$ cat src/hw/oosw_pkg.sv
// Constants and types shared by the on/off switcher control block
// ==========================================================================
// What this block does
// RULE1 - Regulate feedback by enabling or skipping whole switching cycles, not pulse width.
// RULE2 - Sample feedback a fixed 2.5 us after switch turn-off each cycle.
// RULE3 - Select a lower current limit at light load.
// RULE4 - Enter auto-restart when feedback stays low over 200 ms continuously.
// RULE5 - In auto-restart, hold the switch off for 2.5 s.
// RULE6 - Alternate retry window and off period until fault clears, then regulate.
// RULE7 - Low feedback current declares open loop; window shrinks to 6 oscillator cycles.
// RULE8 - Thermal shutdown above 142 C, resume after 60 C drop.
// RULE9 - Over-limit current ends conduction for the rest of the cycle.
// RULE10 - Ignore the current-limit comparator during blanking after turn-on.
// RULE11 - Charge the supply-hold node from drain only while the switch is off.
// RULE12 - Skipped cycle holds gate off one period; decision applies at next cycle start.
// ==========================================================================
package oosw_pkg;
  // Clock rate in kHz
  localparam int CLK_KHZ = 100000;
  // Oscillator period (15 us, so 6 cycles are 90 us)
  localparam int OSC_PERIOD_NS = 15000;
  localparam int OSC_CYC = OSC_PERIOD_NS * CLK_KHZ / 1000000;
  // Maximum on-time within a period
  localparam int MAX_ON_NS = 10000;
  localparam int MAX_ON_CYC = MAX_ON_NS * CLK_KHZ / 1000000;
  // Feedback sampling delay after turn-off
  localparam int SAMPLE_DELAY_NS = 2500;
  localparam int SAMPLE_DELAY_CYC = SAMPLE_DELAY_NS * CLK_KHZ / 1000000;
  // Leading-edge blanking time
  localparam int BLANK_NS = 200;
  localparam int BLANK_CYC = (BLANK_NS * CLK_KHZ + 999999) / 1000000;
  // Auto-restart timing
  localparam int RETRY_WINDOW_MS = 200;
  localparam longint RETRY_WINDOW_CYC = longint'(RETRY_WINDOW_MS) * CLK_KHZ;
  localparam int RESTART_OFF_MS = 2500;
  localparam longint RESTART_OFF_CYC = longint'(RESTART_OFF_MS) * CLK_KHZ;
  localparam int OPEN_LOOP_PERIODS = 6;
  // Light load: one more than this many skipped cycles in a row selects the low limit
  localparam int LIGHT_SKIPS = 4;
  localparam int CNT_W = 32;
  localparam int SUB_W = 16;
  localparam int SKIP_W = 4;
  // Control modes
  typedef enum logic [1:0] {
    OOSW_RUN = 2'b00,
    OOSW_OFF = 2'b01,
    OOSW_HOT = 2'b10
  } oosw_mode_t;
endpackage : oosw_pkg

$ cat src/hw/oosw_ctrl.sv
// On/off switcher control state machine with protection
module oosw_ctrl #(
  parameter longint RETRY_CYC = oosw_pkg::RETRY_WINDOW_CYC,
  parameter longint OFF_CYC = oosw_pkg::RESTART_OFF_CYC
) (
  input wire logic core_clk,
  input wire logic resetn,
  input wire logic sense_below_threshold,
  input wire logic sense_fault_low,
  input wire logic sense_current_low,
  input wire logic over_temp,
  input wire logic temp_recovered,
  input wire logic current_over_limit,
  output logic gate_on,
  output logic low_current_limit,
  output logic hold_charge_en,
  output logic restart_active,
  output logic open_loop,
  output logic thermal_shutdown
);
  // ========================================================================
  // Synchronised comparator inputs
  localparam int NIN = 6;
  logic [NIN-1:0] raw_in;
  logic [NIN-1:0] syn_in;
  assign raw_in = {current_over_limit, temp_recovered, over_temp,
                   sense_current_low, sense_fault_low, sense_below_threshold};
  genvar gi;
  generate
    for (gi = 0; gi < NIN; gi++)
    begin : g_sync
      oosw_sync u_sync (
        .core_clk(core_clk),
        .resetn(resetn),
        .din(raw_in[gi]),
        .dout(syn_in[gi])
      );
    end
  endgenerate
  logic fb_low;
  logic fb_fault;
  logic fb_i_low;
  logic t_hot;
  logic t_cool;
  logic i_over;
  assign fb_low = syn_in[0];
  assign fb_fault = syn_in[1];
  assign fb_i_low = syn_in[2];
  assign t_hot = syn_in[3];
  assign t_cool = syn_in[4];
  assign i_over = syn_in[5];

  // ========================================================================
  // State
  typedef struct packed {
    oosw_pkg::oosw_mode_t mode;
    logic [oosw_pkg::SUB_W-1:0] phase;
    logic gate;
    logic cycle_ended;
    logic enable_next;
    logic decided;
    logic [oosw_pkg::SKIP_W-1:0] skips;
    logic light;
    logic [oosw_pkg::CNT_W-1:0] fault_cnt;
    logic [oosw_pkg::CNT_W-1:0] off_cnt;
    logic [oosw_pkg::SKIP_W-1:0] ol_periods;
    logic open_loop;
    logic restart;
  } oosw_state_t;
  oosw_state_t st_r;
  oosw_state_t st_nxt;

  // ========================================================================
  // Next-state logic
  always_comb
  begin
    st_nxt = st_r;
    if (st_r.phase == oosw_pkg::SUB_W'(oosw_pkg::OSC_CYC - 1))
    begin
      st_nxt.phase = '0;
    end
    else
    begin
      st_nxt.phase = st_r.phase + 1'b1;
    end
    unique case (st_r.mode)
      oosw_pkg::OOSW_RUN:
      begin
        // Period start: apply decision made at the last sample [RULE12] [RULE1]
        if (st_r.phase == '0)
        begin
          st_nxt.gate = st_r.enable_next;
          st_nxt.cycle_ended = !st_r.enable_next;
          st_nxt.decided = 1'b0;
          if (st_r.enable_next)
          begin
            st_nxt.skips = '0;
            st_nxt.light = 1'b0; // [RULE3]
          end
          else if (st_r.skips != oosw_pkg::SKIP_W'(oosw_pkg::LIGHT_SKIPS))
          begin
            st_nxt.skips = st_r.skips + 1'b1;
          end
          else
          begin
            st_nxt.light = 1'b1; // [RULE3]
          end
          if (st_r.enable_next)
          begin
            st_nxt.enable_next = 1'b0;
          end
        end
        else if (st_r.gate)
        begin
          // Current limit after blanking ends the cycle [RULE9] [RULE10]
          if ((i_over && st_r.phase >= oosw_pkg::SUB_W'(oosw_pkg::BLANK_CYC)) ||
              st_r.phase == oosw_pkg::SUB_W'(oosw_pkg::MAX_ON_CYC))
          begin
            st_nxt.gate = 1'b0;
            st_nxt.cycle_ended = 1'b1;
          end
          // Low feedback current during on-time means open loop [RULE7]
          if (fb_i_low)
          begin
            st_nxt.open_loop = 1'b1;
          end
        end
        // Off edge restarts the sample delay timer [RULE2]
        if (st_r.gate && !st_nxt.gate)
        begin
          st_nxt.off_cnt = '0;
        end
        // Sample a fixed delay after the off edge (skipped cycles: after period start)
        if (st_r.cycle_ended && !st_r.decided)
        begin
          st_nxt.off_cnt = st_r.off_cnt + 1'b1;
          if (st_r.off_cnt == oosw_pkg::CNT_W'(oosw_pkg::SAMPLE_DELAY_CYC - 1))
          begin
            st_nxt.enable_next = fb_low; // [RULE2] [RULE1]
            st_nxt.decided = 1'b1;
            st_nxt.off_cnt = '0;
          end
        end
        // Continuous low flyback feedback runs the retry window [RULE4] [RULE7]
        if (fb_fault)
        begin
          st_nxt.fault_cnt = st_r.fault_cnt + 1'b1;
        end
        else
        begin
          st_nxt.fault_cnt = '0;
        end
        if (st_r.phase == '0 && st_r.open_loop)
        begin
          st_nxt.ol_periods = st_r.ol_periods + 1'b1;
        end
        if (st_r.fault_cnt >= oosw_pkg::CNT_W'(RETRY_CYC) ||
            st_r.ol_periods >= oosw_pkg::SKIP_W'(oosw_pkg::OPEN_LOOP_PERIODS))
        begin
          st_nxt.mode = oosw_pkg::OOSW_OFF; // [RULE5]
          st_nxt.gate = 1'b0;
          st_nxt.restart = 1'b1;
          st_nxt.off_cnt = '0;
        end
      end
      oosw_pkg::OOSW_OFF:
      begin
        // Hold off, then retry a fresh window [RULE5] [RULE6]
        st_nxt.gate = 1'b0;
        st_nxt.off_cnt = st_r.off_cnt + 1'b1;
        if (st_r.off_cnt == oosw_pkg::CNT_W'(OFF_CYC - 1))
        begin
          st_nxt.mode = oosw_pkg::OOSW_RUN;
          st_nxt.phase = '0;
          st_nxt.off_cnt = '0;
          st_nxt.fault_cnt = '0;
          st_nxt.ol_periods = '0;
          st_nxt.open_loop = 1'b0;
          st_nxt.restart = 1'b0;
          st_nxt.enable_next = 1'b1;
          st_nxt.cycle_ended = 1'b0;
          st_nxt.decided = 1'b0;
        end
      end
      oosw_pkg::OOSW_HOT:
      begin
        // Stay off until cooled by the hysteresis [RULE8]
        st_nxt.gate = 1'b0;
        if (t_cool && !t_hot)
        begin
          st_nxt.mode = oosw_pkg::OOSW_RUN;
          st_nxt.phase = '0;
          st_nxt.enable_next = 1'b1;
          st_nxt.decided = 1'b0;
          st_nxt.fault_cnt = '0;
          // Drop timers and flags left by a cycle or restart cut short by heat
          st_nxt.off_cnt = '0;
          st_nxt.ol_periods = '0;
          st_nxt.open_loop = 1'b0;
          st_nxt.restart = 1'b0;
          st_nxt.cycle_ended = 1'b0;
        end
      end
      default:
      begin
        st_nxt.mode = oosw_pkg::OOSW_RUN;
        st_nxt.gate = 1'b0;
      end
    endcase
    // Thermal shutdown overrides mode and gate in every state [RULE8]
    if (t_hot)
    begin
      st_nxt.mode = oosw_pkg::OOSW_HOT;
      st_nxt.gate = 1'b0;
    end
    // Open loop flag shortens the window to whole periods [RULE7]
    if (fb_i_low && st_r.gate)
    begin
      st_nxt.open_loop = 1'b1;
    end
  end

  // ========================================================================
  // State register
  always_ff @(posedge core_clk or negedge resetn)
  begin
    if (!resetn)
    begin
      st_r <= '{mode: oosw_pkg::OOSW_RUN, enable_next: 1'b1, default: '0};
    end
    else
    begin
      st_r <= st_nxt;
    end
  end

  // ========================================================================
  // Registered outputs
  logic gate_r;
  logic low_lim_r;
  logic charge_r;
  logic rst_r;
  logic ol_r;
  logic hot_r;
  always_ff @(posedge core_clk or negedge resetn)
  begin
    if (!resetn)
    begin
      gate_r <= 1'b0;
      low_lim_r <= 1'b0;
      charge_r <= 1'b1;
      rst_r <= 1'b0;
      ol_r <= 1'b0;
      hot_r <= 1'b0;
    end
    else
    begin
      gate_r <= st_nxt.gate;
      low_lim_r <= st_nxt.light; // [RULE3]
      charge_r <= !st_nxt.gate; // [RULE11]
      rst_r <= st_nxt.restart;
      ol_r <= st_nxt.open_loop;
      hot_r <= (st_nxt.mode == oosw_pkg::OOSW_HOT);
    end
  end
  assign gate_on = gate_r;
  assign low_current_limit = low_lim_r;
  assign hold_charge_en = charge_r;
  assign restart_active = rst_r;
  assign open_loop = ol_r;
  assign thermal_shutdown = hot_r;
endmodule // oosw_ctrl

$ cat src/hw/oosw_sync.sv
// Three-stage input synchroniser with agreement filter
module oosw_sync (
  input wire logic core_clk,
  input wire logic resetn,
  input wire logic din,
  output logic dout
);
  logic [2:0] sh_r;
  logic out_r;
  // ========================================================================
  // Shift chain; output moves once stages two and three agree
  always_ff @(posedge core_clk or negedge resetn)
  begin
    if (!resetn)
    begin
      sh_r <= 3'h0;
      out_r <= 1'b0;
    end
    else
    begin
      sh_r <= {sh_r[1:0], din};
      if (sh_r[1] == sh_r[2])
      begin
        out_r <= sh_r[2];
      end
    end
  end
  assign dout = out_r;
endmodule // oosw_sync

$ cat config.mk
export PLATFORM = sky130hd
export DESIGN_NAME = oosw_ctrl
export DESIGN_NICKNAME = d
export VERILOG_FILES = /design/src/hw/oosw_pkg.sv /design/src/hw/oosw_ctrl.sv /design/src/hw/oosw_sync.sv
export SDC_FILE = /design/constraint.sdc
export NUM_CORES = 1
export LEC_CHECK = 0
export ABC_AREA = 0
export BUFFER_PORTS_ARGS = -buffer_cell sky130_fd_sc_hd__buf_4
export CAP_MARGIN = 20
export CORE_MARGIN = 5
export CORE_UTILIZATION = 30
export DETAILED_ROUTE_END_ITERATION = 10
export GPL_ROUTABILITY_DRIVEN = 1
export GPL_TIMING_DRIVEN = 0
export PLACE_DENSITY = 0.41
export SLEW_MARGIN = 20
export SYNTH_ARGS = -nofsm -noshare
export SYNTH_HDL_FRONTEND = slang
export SYNTH_SLANG_ARGS = --single-unit
$ cat constraint.sdc
create_clock -name core_clk -period 4 [get_ports core_clk]
set_input_delay 0.8 -clock core_clk [delete_from_list [all_inputs] [get_ports core_clk]]
set_output_delay 0.8 -clock core_clk [all_outputs]
set_load 0.01 [all_outputs]
Yosys cells after proc, flatten, opt, wreduce, memory -nomap -nowiden
Index checks and enable logic that the tools add are counted.
- register bits after elaboration: 123
- input port bits: 8
- output and inout bits: 6
- word-level logic and storage cells: 125
- $add $sub $neg: 5
- $lt $le $gt $ge: 3
- equality and inequality tests: 27
- muxes and demuxes: 37
- reduce and logical (&&, ||, !) cells: 26
- operator list (cell ; count):
    $pmux W70 S3 ; 1
    $mux W32 ; 5
    $mux W70 ; 2
    $add A32 B1 Y32 const B ; 2
    $mux W18 ; 2
    $eq A32 B28 Y1 const B ; 1
    $eq A32 B8 Y1 const B ; 1
    $ge A32 B25 Y1 const B ; 1
    $pmux W16 S2 ; 1
    $ne A3 B3 Y1 const B ; 6
    $add A16 B1 Y16 const B ; 1
    $eq A16 B10 Y1 const B ; 1
    $eq A16 B11 Y1 const B ; 1
    $ge A16 B5 Y1 const B ; 1
    $logic_not A16 Y1 ; 1
    $mux W16 ; 1
    $mux W2 ; 8
    $reduce_and A3 Y1 ; 4
    $ne A2 B2 Y1 const B ; 5
    $mux W1 ; 9
    $pmux W3 S3 ; 1
    $add A4 B1 Y4 const B ; 2
    $mux W4 ; 2
    $reduce_and A4 Y1 ; 2
    20 further kinds ; 37

Depth between registers and ports, before layout
Gate-level depths: netlist of run 1.
- depth after elaboration: 14
- gate-level depth with buffers: 11
- gate-level depth less buffers: 9

Hierarchy
A second synthesis of run 1 with hierarchy kept.
- cell total of the unflattened synthesis: 685
- area total of the unflattened synthesis: 6376.1 um^2
- by module, submodules not included (module ; instances ; cells an instance ; area an instance (um^2) ; sequential area each (um^2)):
    oosw_ctrl ; 1 ; 655 ; 5708.0 ; 2479.9
    oosw_sync ; 6 ; 5 ; 111.4 ; 100.1

Worst setup path after synthesis of run 1
No wires, ideal clock.
- path type: flip-flop to flip-flop
- start point: reg st_r[6] in the netlist's numbering
- end point: reg st_r[66] in the netlist's numbering
- arrival: 2434 ps
- slack: 1444 ps
- cell stages (with the launch flop): 10
- buffers on the path: 1
- clock period less this slack: 2556 ps
- path through: dfrtp_1 > ha_1 > nand2_1 > or2_2 > or3_1 > buf_6 > a21o_4 > or4_4 > xnor2_2 > nor2_1
- word-level cells in the longest chain between the ends: 3
- RTL lines (what ; line ; source):
    start: declaration ; oosw_ctrl.sv:70 ; oosw_state_t st_r;
    start signal: assignment ; oosw_ctrl.sv:233 ; st_r <= st_nxt;
    $eq A32 B28 Y1 ; oosw_ctrl.sv:171 ; if (st_r.off_cnt == oosw_pkg::CNT_W'(OFF_CYC - 1))
    $ne A2 B2 Y1 (no source line) ; n/a ;
    $reduce_and A3 Y1 (no source line) ; n/a ;
Every way passes these cells.
A chain may end at the register's enable or synchronous reset.

Final worst setup path of run 1
- start point: reg st_r[6] in the netlist's numbering
- end point: reg st_r[9] in the netlist's numbering
- word-level cells in the longest chain between the ends: 5
- RTL lines (what ; line ; source):
    $add A32 B1 Y32 or $eq A32 B8 Y1 (tied branches) ; oosw_ctrl.sv:136, oosw_ctrl.sv:170, oosw_ctrl.sv:137 ;
    $mux W32 ; oosw_ctrl.sv:137 ; if (st_r.off_cnt == oosw_pkg::CNT_W'(oosw_pkg::SAMPLE_DELAY_CYC - 1))
    $mux W32 ; oosw_ctrl.sv:134 ; if (st_r.cycle_ended && !st_r.decided)
    $mux W32 ; oosw_ctrl.sv:157 ; if (st_r.fault_cnt >= oosw_pkg::CNT_W'(RETRY_CYC) ||
    $pmux W70 S3 * ; oosw_ctrl.sv:86 ; unique case (st_r.mode)
Mark *: on every way between the ends. The rest lies on a longest branch, timed or not. The select of a mux whose other input is x is not followed.

==> metrics.md, run 1 <==
| Metric | Value |
|---|---|
| Clk slew on worst S/H paths | `approximately 0.060 ns` |
| Placed wire-length estimate | `11.37 mm` |
| I/O pins | `14` |
| Final WL | `around 16 mm` |
| RR Startpoint | `st_r[6]` |
| Cts bufs inserted | `17` |
| Inserted Diodes | `0` |
| Crit path launch | `st_r[6]` |
| Post-synth EDFFs | `0` |
| Final setup viols | `0` |
| Wire per inst | `~16 µm` |
| Router iterations before antenna repair | `5` |
| Period utilization | `between 70% and 80%` |
| Syn-to-layout area delta | `16.90%` |
| Die footprint | `between 20000 and 25000 µm²` |
| Gr usage total | `13.95%` |
| Area of the mapped netlist | `roughly 6400 µm²` |
| Postcts setup bufs | `0` |
| Via Count | `roughly 5200` |
| Non-Filler Instances | `~1000` |
| WP data required | `about 4.3 ns` |
| Pre-CTS worst setup slack | `0.9412 ns` |
| Number of port buffers | `13` |
| Crit-path max FO | `10` |
| PnR worst setup slack | `a little under 0.9 ns` |
| Reg2reg end | `st_r[9]` |
| Post-CTS resize count | `0` |
| Post-DRT Antenna Nets | `0` |
| Slew HR | `about 45%` |
| Status | `finished clean` |
| Worst R2R Setup Slack | `about 0.9 ns` |
| Drt drc | `0` |
| Worst-Margin Slew | `about 0.83 ns` |
| First-pass GRT wire length | `around 27 mm` |
| CP Capture Type | `register` |
| Clk_lat worst skew | `about 0.43 ns` |
| DRT iter0 DRCs | `313` |
| Longest Clk Path Bufs | `2` |
| Most frequent cell after synthesis | `dfrtp_1` |
| RSZ-0062 raised after global routing | `no` |
| Crit path launch type | `register` |
| HP Class | `in -> async` |
| Largest cells by area after synthesis | `dfrtp_1 (47%), o21ai_0 (5.5%), nand2_1 (3.6%)` |
| Initial antenna violation count | `0` |
| Post-synthesis cell count | `about 690` |
| Largest net degree at the start of global routing | `between 70 and 80` |
| Synthesized flop and latch total | `roughly 120` |
| Netlist cell types | `67` |
| Seq/Total Area, Yosys | `47.99%` |
| Async SR Flop Fraction | `100.0%` |
| Placed Instances | `just under 1000` |
| Peak supply drop | `around 0.24 mV` |
| Area leader, netlist | `dfrtp_1` |
| Lkg Pwr | `roughly 0.0031 µW` |
| FF-to-FF path depth | `10` |
| CTS hold repair buffers | `0` |
| CTS Root Cell | `clkbuf_16` |
| Syn. warnings | `0` |
| Grt total ovfl | `0` |
| Core Rows | `between 50 and 60` |
| CTS sink count | `123` |
| Critical path type | `reg -> reg` |
| Worst setup endpoint | `st_r[9]` |
| Final Hold Vio Count | `0` |
| Final Max Slew Viols | `0` |
| Core Area | `~21000 µm²` |
| Chip width | `156.3 µm` |
| Fmax | `between 0.3 and 0.4 GHz` |
| Setup TNS | `0 ns` |
| Vias in the first global route | `5084` |
| Skew final | `0.01574 ns` |
| Pwr Density | `478.0 nW/µm²` |
| Final net count | `740` |
| Arrival @ worst endpoint | `3.41 ns` |
| Post-route minimum period | `roughly 3.1 ns` |
| CTS tree | `yes` |
| Die Y | `156.3 µm` |
| Layout cell share with drive strength beyond 1 | `between 10% and 20%` |
| Avg Vias per Cell | `a little over 5` |
| H-Tree Depth | `4` |
| GPL Wtd Cong | `approximately 0.80` |
| Syn nets | `between 700 and 800` |
| Maxcap violations | `0` |
| Power consumption | `approximately 3600 µW` |
| Syn Area/Cell | `between 9 and 10 µm²` |
| Commonest cells post-synth | `dfrtp_1 (121), o21ai_0 (71), nand2_1 (61)` |
| Main synth FF type | `dfrtp_1` |
| Starting density of the core | `~31%` |
| Share of the synthesized area in the top cell type | `between 40% and 50%` |
-- per-layer routing --
layer | share of wire (%) | wire, µm | global-route usage, % | vias to the layer above
met5 | 0 | 0 | 0 | -
met4 | 0.80 | 130 | 3.843 | 0
met3 | 3.4 | 559 | 3.567 | 9
met2 | 46 | 7497 | 21.81 | 78
met1 | 50 | 8160 | 19.27 | 2553
li1 | - | - | - | 2563
-- state kept, by name, indices dropped and copies added (netlist names) --
register and cells:
st_r 93, g_sync.u_sync.sh_r 18, g_sync.u_sync.dout 6, gate_on 1, hold_charge_en 1, low_current_limit 1, open_loop 1, restart_active 1
thermal_shutdown 1
-- power by group --
group          switching, µW  internal (µW)
clock network            647            941
registers               79.4           1330
logic                    393            197
-- critical path, stage by stage (launching register included) --
cell and delay [ns]:
dfrtp_1 0.43, ha_1 0.28, nand2_1 0.14, or2_2 0.36
or3_1 0.38, buf_6 0.15, nand3_1 0.27, nand2_1 0.27
nand2b_1 0.25, buf_2 0.32, o31ai_1 0.13
-- area by class of cell --
type	count	area [µm²]
Sequential cell	123	3080
Timing Repair Buffer	14	132.6
Multi-Input combinational cell	510	3126
Fill cell	2127	13520
Inverter	21	78.83
Clock buffer	17	425.4
Buffer	31	140.1
Clock inverter	15	176.4
Tap cell	275	344.1
-- placed cells by master (no fill, tap or decap), types with 6 or more instances in the layout --
cell type  instances
clkbuf_16         17
nand3_1           45
buf_4             12
nor4_1            13
nand4_1           23
clkbuf_1          20
and3_1            19
nor2_1            60
or4_1             10
a21oi_1           33
nand2_1           61
a21boi_0           9
nor3_1            12
maj3_1             6
o31ai_1           20
and2_1             6
o21ai_0           71
inv_6              7
xor2_1            22
nand2b_1           9
buf_2              7
dfrtp_1          121
ha_1              14
inv_1             21
-- kinds of logic after synthesis --
group           Yosys count  share of synthesized area (%)
xor+xnor                 28                          3.938
simple gates            293                          24.37
flops                   123                          47.99
mux                       3                         0.5068
compound gates          166                          16.12
fa+ha+maj                20                          3.665
buf+inv                  52                          3.411
-- stage by stage --
stage	utilization, %	instance area [µm²]	hold slack [ns]
after floorplan	-	6419	0.3312
after global placement	32.64	6860	0.3354
after detailed placement	32.83	6902	0.3358
after CTS	35.69	7503	0.2825
after global routing	35.69	7503	0.3065
final	35.69	7503	0.2788
-- worst min-delay path by stage --
stage                                   from                  endpoint  slack (ns)  cells past startpoint
floorplan           g_sync[0].u_sync.sh_r[0]  g_sync[0].u_sync.sh_r[1]        0.33                      0
global placement    g_sync[3].u_sync.sh_r[0]  g_sync[3].u_sync.sh_r[1]        0.34                      0
detailed placement  g_sync[1].u_sync.sh_r[0]  g_sync[1].u_sync.sh_r[1]        0.34                      0
CTS                                   resetn                  st_r[88]        0.28                      1
global route                          resetn                  st_r[90]        0.31                      1
finish                                resetn                  st_r[93]        0.28                      1
Power figures use the tool's default switching activity.
==> inputs of run 2 (changes only) <==
==> constraint.sdc (replaced) <==
create_clock -name core_clk -period 2.9 [get_ports core_clk]
set_input_delay 0.58 -clock core_clk [delete_from_list [all_inputs] [get_ports core_clk]]
set_output_delay 0.58 -clock core_clk [all_outputs]
set_load 0.01 [all_outputs]
==> run 2 against run 1 <==
Effect of this change: die area stayed put; setup slack got worse by 0.82 ns; clock skew down 0.0022 ns; global-route usage is essentially flat; clock-buffer cell count unchanged; highest routed layer unchanged; combinational power grew 46%.
==> metrics.md, run 2 (synthesis gave the netlist of run 1 again) <==
| Metric | Value |
|---|---|
| Layout cell share with drive strength beyond 1 | `13.90% (+2.4 points)` |
| Syn-to-layout area delta | `18.81%` |
| Worst path top cell family by delay | `simple AND/OR/NAND/NOR gates` |
| Die footprint | `24420 µm² (unchanged)` |
| Gr usage total | `14.00% (+0.047 points)` |
| Buffers plus inverters on the worst setup path | `2 (unchanged)` |
| Most frequent cells in the layout | `dfrtp_1 (120), o21ai_0 (71), nand2_1 (60)` |
| Status | `finished clean` |
| Core Rows | `53 (unchanged)` |
| Number of port buffers | `13 (unchanged)` |
| PnR worst setup slack | `0.06210 ns (-0.8201 ns)` |
| Placed Instances | `974 (unchanged)` |
| Longest Clk Path Bufs | `2 (unchanged)` |
| Final WL | `16.30 mm (-0.31%)` |
| I/O pins | `14 (unchanged)` |
| H-Tree Depth | `4 (unchanged)` |
| Starting density of the core | `30.53% (unchanged)` |
| Period utilization | `97.86% (+20 points)` |
| Non-Filler Instances | `1009 (+0.30%)` |
| Core Area | `21020 µm² (unchanged)` |
| Largest register FFs | `93 (unchanged)` |
| First-pass GRT wire length | `27.30 mm (+0.30%)` |
| Final Hold Vio Count | `0 (unchanged)` |
| Post-route minimum period | `2.838 ns (-0.2799 ns)` |
| Setup TNS | `0 ns (unchanged)` |
| WP data required | `3.21 ns (-1.09 ns)` |
| Cts bufs inserted | `17 (unchanged)` |
| Pre-CTS worst setup slack | `-0.1588 ns (-1.100 ns)` |
| Final Max Slew Viols | `0 (unchanged)` |
| Peak supply drop | `0.3283 mV (+35%)` |
| Chip width | `156.3 µm (unchanged)` |
| Inserted Diodes | `0 (unchanged)` |
| CP dominant cell by count | `clkbuf_4` |
| Clk_lat worst skew | `0.42 ns (about the same)` |
| Post-DRT Antenna Nets | `0 (unchanged)` |
| Router iterations before antenna repair | `5 (unchanged)` |
| Avg Vias per Cell | `5.180 (+0.16%)` |
| Slew HR | `45.82% (+1.3 points)` |
| HP Class | `in -> async` |
| RSZ-0062 raised after global routing | `yes` |
| Crit-path max FO | `10 (unchanged)` |
| Via Count | `5227 (+0.46%)` |
| Arrival @ worst endpoint | `3.15 ns (-0.26 ns)` |
| CP Capture Type | `register` |
| CTS tree | `yes` |
| Biggest register | `st_r` |
| Crit-path max cell delay | `0.57 ns (+0.14 ns)` |
| Wire per inst | `16.15 µm (-0.60%)` |
| Die Y | `156.3 µm (unchanged)` |
| Largest net degree at the start of global routing | `77 (unchanged)` |
| Final net count | `743 (+0.41%)` |
| Maxcap violations | `0 (unchanged)` |
| Commonest non-fill, non-tap cell in the layout | `dfrtp_1` |
| CTS hold repair buffers | `0 (unchanged)` |
| Drt drc | `0 (unchanged)` |
| Initial antenna violation count | `0 (unchanged)` |
| Critical path type | `reg -> reg` |
| Pwr Density | `654.8 nW/µm² (+37%)` |
| Clk slew on worst S/H paths | `0.06 ns (about the same)` |
| CTS sink count | `123 (unchanged)` |
| Placed wire-length estimate | `11.37 mm (unchanged)` |
| GPL Wtd Cong | `0.8038 (unchanged)` |
| Vias in the first global route | `5106 (+0.43%)` |
| Grt total ovfl | `0 (unchanged)` |
| Fmax | `0.3524 GHz (+9.9%)` |
| Crit path launch type | `register` |
| Worst-Margin Slew | `0.8060 ns (-0.01906 ns)` |
| Final setup viols | `0 (unchanged)` |
| DRT iter0 DRCs | `323 (+3.2%)` |
| Crit-path cells | `or4_4 -> o221ai_2 -> and4_4 -> a41oi_1 -> a31oi_2 -> clkbuf_4 -> clkbuf_4 -> o21ai_0 -> o41ai_1` |
| Skew final | `0.01358 ns (-0.002160 ns)` |
| Crit path max-delay cell type | `or4_4` |
| CTS Root Cell | `clkbuf_16` |
| Lkg Pwr | `0.003181 µW (+1.8%)` |
-- run 2: per-layer routing --
metal / wire [µm] / track usage [%]
met5: 0 / 0
met4: 113 / 3.843
met3: 493 / 3.567
met2: 7501 / 21.93
met1: 8188 / 19.30
-- run 2: power by group --
part           internal (µW)  switching (µW)
clock network           1300             890
registers               1830             109
logic                    301             560
-- run 2: cell type report --
class	instances	area [µm²]
Fill cell	2111	13400
Multi-Input combinational cell	510	3201
Sequential cell	123	3082
Clock buffer	17	425.4
Tap cell	275	344.1
Clock inverter	15	176.4
Timing Repair Buffer	19	170.2
Buffer	29	148.9
Inverter	21	78.83
-- run 2: final timing paths --
path | to | depth (start not counted) | slack [ns] | from
setup reg to reg | st_r[24] | 9 | 0.06 | st_r[61]
hold / removal | st_r[93] | 1 | 0.06 | resetn
max in group asynchronous | st_r[7] | 2 | 2.10 | resetn
min in group core_clk | g_sync[3].u_sync.sh_r[0] | 1 | 0.26 | over_temp
hold reg to reg | g_sync[2].u_sync.sh_r[1] | 0 | 0.35 | g_sync[2].u_sync.sh_r[0]
setup / recovery | st_r[24] | 9 | 0.06 | st_r[61]
-- run 2: worst register-to-register path, stage by stage, from the launching register on --
cell and delay (ns):
dfrtp_1 0.44, or4_4 0.57, o221ai_2 0.21, and4_4 0.30, a41oi_1 0.14, a31oi_2 0.34, clkbuf_4 0.30, clkbuf_4 0.25
o21ai_0 0.12, o41ai_1 0.07
-- run 2: metrics by stage --
stage | area, µm² | hold WS [ns] | total power, µW | util [%]
final | 7626 | 0.05962 | 4993 | 36.28
after global routing | 7626 | 0.08653 | 5253 | 36.28
after CTS | 7543 | 0.06250 | 5060 | 35.88
after detailed placement | 6902 | 0.3358 | 2801 | 32.83
after global placement | 6860 | 0.3354 | 2790 | 32.64
after floorplan | 6419 | 0.2844 | 2470 | -
-- run 2: what timing repair did --
item                       CTS  global route
pin swaps                    0             1
buffers inserted             1             4
hold endpoints to repair     0             0
setup endpoints to repair   49            55
resized for setup           10            17
==> inputs of run 3 (changes only) <==
--- a/config.mk
+++ b/config.mk
@@ -13,7 +13,6 @@
 export DETAILED_ROUTE_END_ITERATION = 10
 export GPL_ROUTABILITY_DRIVEN = 1
 export GPL_TIMING_DRIVEN = 0
-export PLACE_DENSITY = 0.41
 export SLEW_MARGIN = 20
 export SYNTH_ARGS = -nofsm -noshare
 export SYNTH_HDL_FRONTEND = slang
==> run 3 against run 2 <==
Effect of this change: die area did not move; total power fell by 1.8%; clock power fell by 3%; sequential power barely moved; hold slack improved by 0.034 ns; critical path type unchanged.
==> metrics.md, run 3 (synthesis gave the netlist of run 1 again) <==
| Metric | Value |
|---|---|
| Status | `finished clean` |
| Lkg Pwr | `0.003149 µW (-1.0%)` |
| First-pass GRT wire length | `25.26 mm (-7.5%)` |
| Peak supply drop | `0.4496 mV (+37%)` |
| Crit path launch type | `register` |
| Cts bufs inserted | `17 (unchanged)` |
| PnR worst setup slack | `0.04090 ns (-0.02120 ns)` |
| Setup TNS | `0 ns (unchanged)` |
| HP Class | `in -> async` |
| Core Area | `21020 µm² (unchanged)` |
| Starting density of the core | `30.53% (unchanged)` |
| Vias in the first global route | `5112 (+0.12%)` |
| CP Capture Type | `register` |
| Number of port buffers | `13 (unchanged)` |
| CTS tree | `yes` |
| Final WL | `14.60 mm (-10%)` |
| Pre-CTS worst setup slack | `-0.01619 ns (+0.1426 ns)` |
| CTS hold repair buffers | `0 (unchanged)` |
| H-Tree Depth | `4 (unchanged)` |
| Router iterations before antenna repair | `5 (unchanged)` |
| Post-route minimum period | `2.859 ns (+0.02120 ns)` |
| Power consumption | `4905 µW (-1.8%)` |
| DRT iter0 DRCs | `357 (+11%)` |
| Largest register FFs | `93 (unchanged)` |
| Worst-Margin Slew | `0.8054 ns (-0.0006023 ns)` |
| Maxcap violations | `0 (unchanged)` |
| Drt drc | `0 (unchanged)` |
| Critical path type | `reg -> reg` |
| Post-CTS resize count | `9 (-1)` |
| Die Y | `156.3 µm (unchanged)` |
| WP data required | `3.19 ns (-0.02 ns)` |
| Final Hold Vio Count | `0 (unchanged)` |
| Slew HR | `45.86% (about the same)` |
| Skew final | `0.007785 ns (-0.005797 ns)` |
| Biggest register | `st_r` |
| Layout cell share with drive strength beyond 1 | `13.13% (-0.76 points)` |
| Clk_lat worst skew | `0.42 ns (about the same)` |
| RSZ-0062 raised after global routing | `no` |
| Commonest non-fill, non-tap cell in the layout | `dfrtp_1` |
| Wire per inst | `14.52 µm (-10%)` |
| Post-DRT Antenna Nets | `0 (unchanged)` |
| Syn-to-layout area delta | `18.01%` |
| Period utilization | `98.59% (+0.73 points)` |
| Fmax | `0.3498 GHz (-0.74%)` |
| Core Rows | `53 (unchanged)` |
| Crit-path max FO | `5 (-5)` |
| Inserted Diodes | `0 (unchanged)` |
| GPL Wtd Cong | `0.8558 (+6.5%)` |
| Clk slew on worst S/H paths | `0.06 ns (about the same)` |
| Avg Vias per Cell | `5.180 (about the same)` |
| Grt total ovfl | `0 (unchanged)` |
| Final net count | `740 (-0.40%)` |
| Longest Clk Path Bufs | `2 (unchanged)` |
| I/O pins | `14 (unchanged)` |
| Most frequent cells in the layout | `dfrtp_1 (120), o21ai_0 (71), nand2_1 (60)` |
| Final setup viols | `0 (unchanged)` |
| Die footprint | `24420 µm² (unchanged)` |
| Chip width | `156.3 µm (unchanged)` |
| Arrival @ worst endpoint | `3.15 ns (about the same)` |
| CTS Root Cell | `clkbuf_16` |
| Crit path max-delay cell type | `or4_1` |
| Smallest hold slack | `0.09412 ns (+0.03450 ns)` |
| Final Max Slew Viols | `0 (unchanged)` |
| Initial antenna violation count | `0 (unchanged)` |
| Fillers | `2120 (+0.43%)` |
| Gr usage total | `12.59% (-1.4 points)` |
| Crit-path cells | `ha_4 -> nand2_1 -> or4_1 -> nor4_2 -> or3b_1 -> a21boi_0 -> o21ai_0 -> o31ai_1` |
| Largest net degree at the start of global routing | `66 (-14%)` |
| Placed wire-length estimate | `9.985 mm (-12%)` |
| Pwr Density | `647.5 nW/µm² (-1.1%)` |
| Via Count | `5211 (-0.31%)` |
| CTS sink count | `123 (unchanged)` |
| Crit-path max cell delay | `0.67 ns (+0.10 ns)` |
| Postcts setup bufs | `0 (-1)` |
[run 3: changes by cell type in the layout (fill, tap and decap cells not counted), sizes merged]
cell | before | now
inv | 30 | 23
buf | 28 | 25
clkinv | 2 | 5
clkinvlp | 2 | 4
bufinv | 2 | 3
clkbuf | 37 | 38
[run 3: final timing paths]
path                       slack, ns                       end  cells after the start                      from
max                             0.04                  st_r[32]                      8                   st_r[7]
min                             0.09                  st_r[94]                      1                    resetn
max reg2reg                     0.04                  st_r[32]                      8                   st_r[7]
min reg2reg                     0.34  g_sync[4].u_sync.sh_r[1]                      0  g_sync[4].u_sync.sh_r[0]
max in group asynchronous       2.11                  st_r[76]                      2                    resetn
min in group core_clk           0.27  g_sync[2].u_sync.sh_r[0]                      1         sense_current_low
[run 3: cell type report]
type | count | area (µm²) | share of cell area (%)
Clock inverter | 14 | 170.2 | 2.246
Timing Repair Buffer | 14 | 132.6 | 1.751
Inverter | 21 | 78.83 | 1.041
Multi-Input combinational cell | 510 | 3181 | 41.99
Sequential cell | 123 | 3082 | 40.68
Clock buffer | 18 | 429.2 | 5.666
Tap cell | 275 | 344.1 | 4.542
Buffer | 31 | 157.7 | 2.081
[run 3: through the flow]
stage | area, µm² | utilization [%] | cells
2_1_floorplan | 6419 | - | 685
3_3_place_gp | 6860 | 32.64 | 973
3_5_place_dp | 6902 | 32.83 | 974
4_1_cts | 7533 | 35.84 | 1006
5_1_grt | 7575 | 36.03 | 1006
6_report | 7575 | 36.03 | 1006
[run 3: power breakdown]
group,internal (µW),switching [µW]
registers,1840,107
clock network,1350,784
logic,288,540
total,3470,1430
[run 3: worst max-delay path, delay by kind of cell, from the launching register on]
kind | cells | cell delay, ns
adders and majority gates | 1 | 0.19
DFF | 1 | 0.45
AOI/OAI and AO/OA | 3 | 0.43
and+or+nand+nor | 4 | 1.65
[run 3: routing by layer]
metal | GRT usage [%] | share of wire [%] | vias to the layer above
met5 | 0 | 0 | -
met2 | 19.71 | 46 | 102
li1 | - | - | 2562
met3 | 2.848 | 3.3 | 19
met4 | 4.463 | 1.5 | 0
met1 | 17.18 | 49 | 2528
